===== src/logic/clock_sel_defines.vh =====
`ifndef CLOCK_SEL_DEFINES_VH
`define CLOCK_SEL_DEFINES_VH

// ****************************************
// source-choice encodings
// ****************************************
`define SRC_CHOICE_W 2
`define SRC_HF_OSC 2'h0
`define SRC_EXT_CLOCK 2'h1
`define SRC_LF_OSC 2'h2
`define SRC_SPARE 2'h3

// ****************************************
// divide-ratio field
// ****************************************
`define DIV_RATIO_W 3
`define HALF_COUNT_W 8

// ****************************************
// reset values
// ****************************************
`define SRC_CHOICE_RESET 2'h0
`define DIV_RATIO_RESET 3'h0

// ****************************************
// synchroniser depth
// ****************************************
`define SYNC_STAGES 2

`endif


===== src/logic/level_synchronizer.v =====
`timescale 1ns/100ps

// two flip-flop synchroniser for asynchronous levels
module level_synchronizer #(
  parameter WIDTH = 3
) (
  input wire clock,
  input wire srst,
  input wire [WIDTH-1:0] async_in,
  output reg [WIDTH-1:0] sync_out
);

  reg [WIDTH-1:0] meta_reg;

  // first stage feeds only the second stage
  always @(posedge clock)
  begin
    if (srst)
    begin
      meta_reg <= {WIDTH{1'b0}};
      sync_out <= {WIDTH{1'b0}};
    end
    else
    begin
      meta_reg <= async_in;
      sync_out <= meta_reg;
    end
  end

endmodule // level_synchronizer


===== src/logic/system_clock_selector.v =====
// Overview of operation
// - external clock drives the system clock only when source choice is 01b.
// - clock-select register holds source choice and divide ratio fields.
// - external clock is resynchronised for peripherals when not the system source.
// - source may change while running; software picks only enabled, settled sources.
// - a new divide ratio is accepted at any time, with no precondition.
// - internal oscillators usable right after enabling, no added start-up wait.
`timescale 1ns/100ps
`include "clock_sel_defines.vh"

module system_clock_selector #(
  parameter DIV_W = `DIV_RATIO_W,
  parameter CNT_W = `HALF_COUNT_W
) (
  input wire clock,
  input wire srst,
  input wire hf_osc_in,
  input wire lf_osc_in,
  input wire ext_clock_in,
  input wire cfg_write,
  input wire [`SRC_CHOICE_W-1:0] cfg_source_choice,
  input wire [DIV_W-1:0] cfg_divide_ratio,
  output reg system_clock_out,
  output reg ext_clock_sync_out,
  output reg ext_sync_active,
  output reg [`SRC_CHOICE_W-1:0] active_source,
  output reg [DIV_W-1:0] active_divide,
  output reg switch_pending
);

  // ****************************************
  // helper functions
  // ****************************************

  // level of the oscillator named by a source choice
  function pick_level;
    input [`SRC_CHOICE_W-1:0] choice;
    input [2:0] levels;
    begin
      case (choice)
        `SRC_EXT_CLOCK: pick_level = levels[1];
        `SRC_LF_OSC: pick_level = levels[2];
        default: pick_level = levels[0];
      endcase
    end
  endfunction

  // source edges per half period, minus one
  function [CNT_W-1:0] half_target;
    input [DIV_W-1:0] ratio;
    reg [CNT_W:0] span;
    begin
      span = {{CNT_W{1'b0}}, 1'b1} << ratio;
      half_target = span[CNT_W-1:0] - {{(CNT_W-1){1'b0}}, 1'b1};
    end
  endfunction

  // count advanced by one source edge
  function [CNT_W-1:0] count_step;
    input [CNT_W-1:0] count;
    begin
      count_step = count + {{(CNT_W-1){1'b0}}, 1'b1};
    end
  endfunction

  // ****************************************
  // oscillator synchronisers
  // ****************************************

  // one synchroniser lane per clock source
  localparam OSC_COUNT = 3;

  wire [OSC_COUNT-1:0] osc_sync;

  level_synchronizer #(
    .WIDTH(OSC_COUNT)
  ) osc_sync_inst (
    .clock(clock),
    .srst(srst),
    .async_in({lf_osc_in, ext_clock_in, hf_osc_in}),
    .sync_out(osc_sync)
  );

  // ****************************************
  // clock-select register
  // ****************************************

  reg [`SRC_CHOICE_W+DIV_W-1:0] clock_source_select_reg;
  reg [`SRC_CHOICE_W+DIV_W-1:0] clock_source_select_next;
  wire [`SRC_CHOICE_W-1:0] source_choice_field;
  wire [DIV_W-1:0] divide_ratio_field;

  // firmware strobe loads both fields, no conditions
  always @*
  begin
    clock_source_select_next = clock_source_select_reg;
    if (cfg_write)
    begin
      clock_source_select_next = {cfg_source_choice, cfg_divide_ratio};
    end
  end

  // register holds until the next strobe
  always @(posedge clock)
  begin
    if (srst)
    begin
      clock_source_select_reg <= {`SRC_CHOICE_RESET, `DIV_RATIO_RESET};
    end
    else
    begin
      clock_source_select_reg <= clock_source_select_next;
    end
  end

  // field views of the register
  assign source_choice_field = clock_source_select_reg[`SRC_CHOICE_W+DIV_W-1:DIV_W];
  assign divide_ratio_field = clock_source_select_reg[DIV_W-1:0];

  // ****************************************
  // edge detection on the active source
  // ****************************************

  reg prev_level_reg;
  reg [CNT_W-1:0] edge_count_reg;
  wire src_level;
  wire src_edge;
  wire src_rise;
  wire [CNT_W-1:0] target;
  wire new_setting;
  wire high_done;
  wire at_boundary;
  wire ext_is_system;

  assign src_level = pick_level(active_source, osc_sync);
  assign src_edge = src_level ^ prev_level_reg;
  assign src_rise = src_level & ~prev_level_reg;
  assign target = half_target(active_divide);
  assign new_setting = clock_source_select_reg != {active_source, active_divide};
  // high phase has seen 2^ratio source edges
  assign high_done = edge_count_reg == target;
  // low phase complete on a rising source edge: end of a full period
  assign at_boundary = (edge_count_reg >= target) && src_rise;
  assign ext_is_system = active_source == `SRC_EXT_CLOCK;

  // ****************************************
  // divider and boundary switch
  // ****************************************

  // output toggles every 2^ratio source edges; rises only on a rising edge
  always @(posedge clock)
  begin
    if (srst)
    begin
      system_clock_out <= 1'b0;
      edge_count_reg <= {CNT_W{1'b0}};
      prev_level_reg <= 1'b0;
      active_source <= `SRC_CHOICE_RESET;
      active_divide <= `DIV_RATIO_RESET;
    end
    else
    begin
      prev_level_reg <= src_level;
      if (src_edge)
      begin
        if (system_clock_out)
        begin
          if (high_done)
          begin
            system_clock_out <= 1'b0;
            edge_count_reg <= {CNT_W{1'b0}};
          end
          else
          begin
            edge_count_reg <= count_step(edge_count_reg);
          end
        end
        else if (at_boundary)
        begin
          // end of a full period: the only place a change takes effect
          if (new_setting)
          begin
            active_source <= source_choice_field;
            active_divide <= divide_ratio_field;
            edge_count_reg <= {CNT_W{1'b0}};
            prev_level_reg <= pick_level(source_choice_field, osc_sync);
          end
          else
          begin
            system_clock_out <= 1'b1;
            edge_count_reg <= {CNT_W{1'b0}};
          end
        end
        else if (edge_count_reg < target)
        begin
          edge_count_reg <= count_step(edge_count_reg);
        end
      end
    end
  end

  // ****************************************
  // status and peripheral clock outputs
  // ****************************************

  // resynchronised external level for timers and counter array
  always @(posedge clock)
  begin
    if (srst)
    begin
      ext_clock_sync_out <= 1'b0;
      ext_sync_active <= 1'b1;
      switch_pending <= 1'b0;
    end
    else
    begin
      ext_clock_sync_out <= osc_sync[1];
      ext_sync_active <= ~ext_is_system;
      switch_pending <= new_setting;
    end
  end

endmodule // system_clock_selector


===== config.mk =====
export PLATFORM = sky130hd
export DESIGN_NAME = system_clock_selector
export DESIGN_NICKNAME = d
export VERILOG_FILES = /design/src/logic/level_synchronizer.v /design/src/logic/system_clock_selector.v
export VERILOG_INCLUDE_DIRS = /design/src /design/src/logic
export SDC_FILE = /design/constraint.sdc
export NUM_CORES = 1
export LEC_CHECK = 0
export BUFFER_PORTS_ARGS = -buffer_cell sky130_fd_sc_hd__buf_2
export CORE_ASPECT_RATIO = 1.75
export CORE_UTILIZATION = 35
export DETAILED_ROUTE_END_ITERATION = 10
export RECOVER_POWER = 50
export SLEW_MARGIN = 20
export SYNTH_ARGS = -nofsm -noshare
export SYNTH_HDL_FRONTEND = slang
export SYNTH_HIERARCHICAL = 1
export SYNTH_SLANG_ARGS = --single-unit

===== constraint.sdc =====
create_clock -name clock -period 2.7 [get_ports clock]
set_clock_uncertainty 0.1 [all_clocks]
set_input_delay 0.27 -clock clock [delete_from_list [all_inputs] [get_ports clock]]
set_output_delay 0.27 -clock clock [all_outputs]
set_load 0.01 [all_outputs]

==> results.toml <==
[sta]
timing_worst_slew_pin_value_ns = 0.5956
final_hold_viol_count = 0
slew_headroom = 0.5999
setup_tns_ns = 0
unrepaired_setup_endpoints_after_global_routing = "false"
final_max_slew_viol_count = 0
achievable-frequency_mhz = 397.6
finalWorstPathRequiredPeriod_ns = 2.515
finalHoldWorstSlack_ns = 0.09725
timing.final.crit_share = 0.9314
setup_violations = 0

[logic_synthesis]
synth_edf_count = 0
synthArstFlopShare = 0
syn_nets = 196
seq_area_frac_synth = 0.3785
syn-mean-instance-area_um2 = 8.971
netlist-cell-type-count = 34
dominantRegCellSynth = "dfxtp_1"
ys_seq_elements = 29
synth_area_um2 = 1534
ys_top_cells_by_area = "dfxtp_1 (38%), ha_1 (11%), mux2i_1 (9.8%), nor2_1 (4.9%), a21oi_1 (3.6%)"
yosysTopAreaCellShare = 0.3785
yosys_warnings = 6
synth.largest_area_cell = "dfxtp_1"
gate_count_after_technology_mapping = 171

[die]
die_x_um = 52.05
ioPinCount = 20
rows = 31
die_area_um2 = 4662
floorplan.initialDensity = 0.3696
placeable_core_area_um2 = 4150
die_height_um = 89.58

[power]
power_density_nw_per_um2 = 546.0
leakage_nw = 0.7463
power.ir.vdd_worst_uv = 364.4

[place]
placement.cell_area_um2 = 1699
dp_hpwl_mm = 2.375
placed_cells = 238
finalWeightedCongestion = 0.7589
placement.io_buffers = 19

[critical_path]
critical_path.cell_chain = "inv_1 > ha_1 > o21ai_1 > ha_1 > nand2b_1 > a2111oi_4 > buf_4 > mux2i_1 > nor2_1"
cp_data_arrival_time_ns = 2.57
cpMaxStageDelayCell = "dfxtp_1"
kind_of_start_point_of_the_critical_path = "flop"
cp_max_fo = 6
worstPathRequired_ns = 2.76
critical_path.most_common_cell = "ha_1"
critPathCaptureType = "flop"
critical_path.max_stage_delay_ns = 0.41
path_class = "flop to flop"

[global_route]
initial_antenna_violation_count = 0
grt_pass1_vias = 1124
grt-ovfl-total = 0
grtUsageTotal = 0.1570
first_pass_grt_wire_length_mm = 5.181
pin_count_of_the_biggest_net_entering_global_routing = 25

[routing]
route.vias.total = 1244
routedWlPerCell_um = 12.57
wirelength_mm = 3.091
drt-initial-drc-count = 11
detail-route-antenna-nets = 0
via_per_inst = 5.057
route.detailed.drc = 0
first_pass_drt_iterations = 4

[final_layout]
layout.cells.most_common = "dfxtp_1"
antenna_fix_cells = 0
layout.core_utilization = 0.4377
multi_input_area_um2 = 890.9
max_ffs_per_register = 8
final_layout_size_suffix_gt1_frac = 0.1878
commonest_cells_after_routing_fill_and_taps_aside = "dfxtp_1 (28), nor2_1 (20), buf_2 (16), mux2i_1 (15), ha_1 (14)"
design_area_um2 = 1817
nNetsFinal = 221
area_growth_pct = 18.43
final_cells = 246
final-seq-area_um2 = 581.8
filler_cell_count = 433

[cts]
worstSkewPairLatency_ns = 0.28
hold_fix_buffers_cts = 0
cts_htree_levels = 2
numClockSinks = 29
clk_pin_slew_worst_paths_ns = 0.07
tritoncts = "done"
ctsResizeCount = 0
clock_root_buffer = "clkbuf_8"
tritoncts.num_buffers = 5
cts.path.max_buffers = 2
postCtsSetupRepairBufs = 0

[outcome]
status = "finished, final reports clean"

[run]
cap_violations = 0

[worst_hold_path]
timing.hold.worst.class = "primary input to flop"
[report_power, final]
part           switching (W)  internal (W)  leakage [nW]  total (W)
Clock               0.000171      0.000300        0.0574   0.000471
Sequential        0.00000891      0.000440         0.237   0.000449
Combinational      0.0000403     0.0000319         0.452  0.0000722
[synthesized netlist by cell type (all sizes together) (3+ instances only)]
cell type,instances
a211oi,4
a21oi,11
clkbuf,3
dfxtp,29
ha,14
inv,11
mux2i,15
nand2,13
nand3,9
nand4,3
nor2,20
nor2b,8
o21ai,5
xnor2,3
[worst paths after layout]
path / start / to / slack (ns) / depth (start not counted)
hold / removal: ext_clock_in / osc_sync_inst/meta_reg[1]$_SDFF_PP0_ / 0.1 / 2
setup / recovery: active_source[0]$_SDFFE_PP0P_ / active_divide[2]$_SDFFE_PP0P_ / 0.19 / 9
setup reg to reg: active_source[0]$_SDFFE_PP0P_ / active_divide[2]$_SDFFE_PP0P_ / 0.19 / 9
hold reg to reg: osc_sync_inst/meta_reg[1]$_SDFF_PP0_ / osc_sync_inst/sync_out[1]$_SDFF_PP0_ / 0.34 / 1
[stage by stage]
stage,worst slack (ns),total power [W]
after floorplan,0.1141,0.0005083
after global placement,0.09320,0.0005314
after detailed placement,0.09039,0.0005325
after CTS,0.06708,0.001008
after global routing,0.007839,0.001037
final,0.1852,0.0009919
[area by class of cell]
class	count	share of cell area
sequential	29	0.3202
multi-input combinational	126	0.4904
timing repair buffer	23	0.06680
tap	49	0.03375
clock buffer	6	0.04545
clock inverter	2	0.02066
inverter	11	0.02273
[critical path: cells and delay by family (launching register included)]
kind,cells,cell delay (ns)
muxes,1,0.19
and+or+nand+nor,2,0.26
DFF,1,0.41
AOI/OAI and AO/OA,2,0.53
adders and majority gates,2,0.61
buffers and inverters,2,0.28
[cell families after synthesis]
family / Yosys count / share of synthesized area
AND/OR/NAND/NOR: 61 / 0.1917
AO/OA/AOI/OAI: 29 / 0.1387
flip-flops: 29 / 0.3785
multiplexers: 16 / 0.1052
buffers and inverters: 16 / 0.04078
adder cells (fa/ha/maj): 14 / 0.1142
XOR/XNOR: 5 / 0.02855
other: 1 / 0.002445
[metal layers]
| layer | global-route usage | vias to the layer above | wire (um) |
|---|---|---|---|
| li1 | - | 645 | - |
| met1 | 0.1509 | 570 | 1174 |
| met2 | 0.2832 | 22 | 1707 |
| met3 | 0.05051 | 7 | 119 |
| met4 | 0.09337 | 0 | 89 |
| met5 | 0 | - | 0 |
No activity file was read; power rests on OpenSTA's default activity.
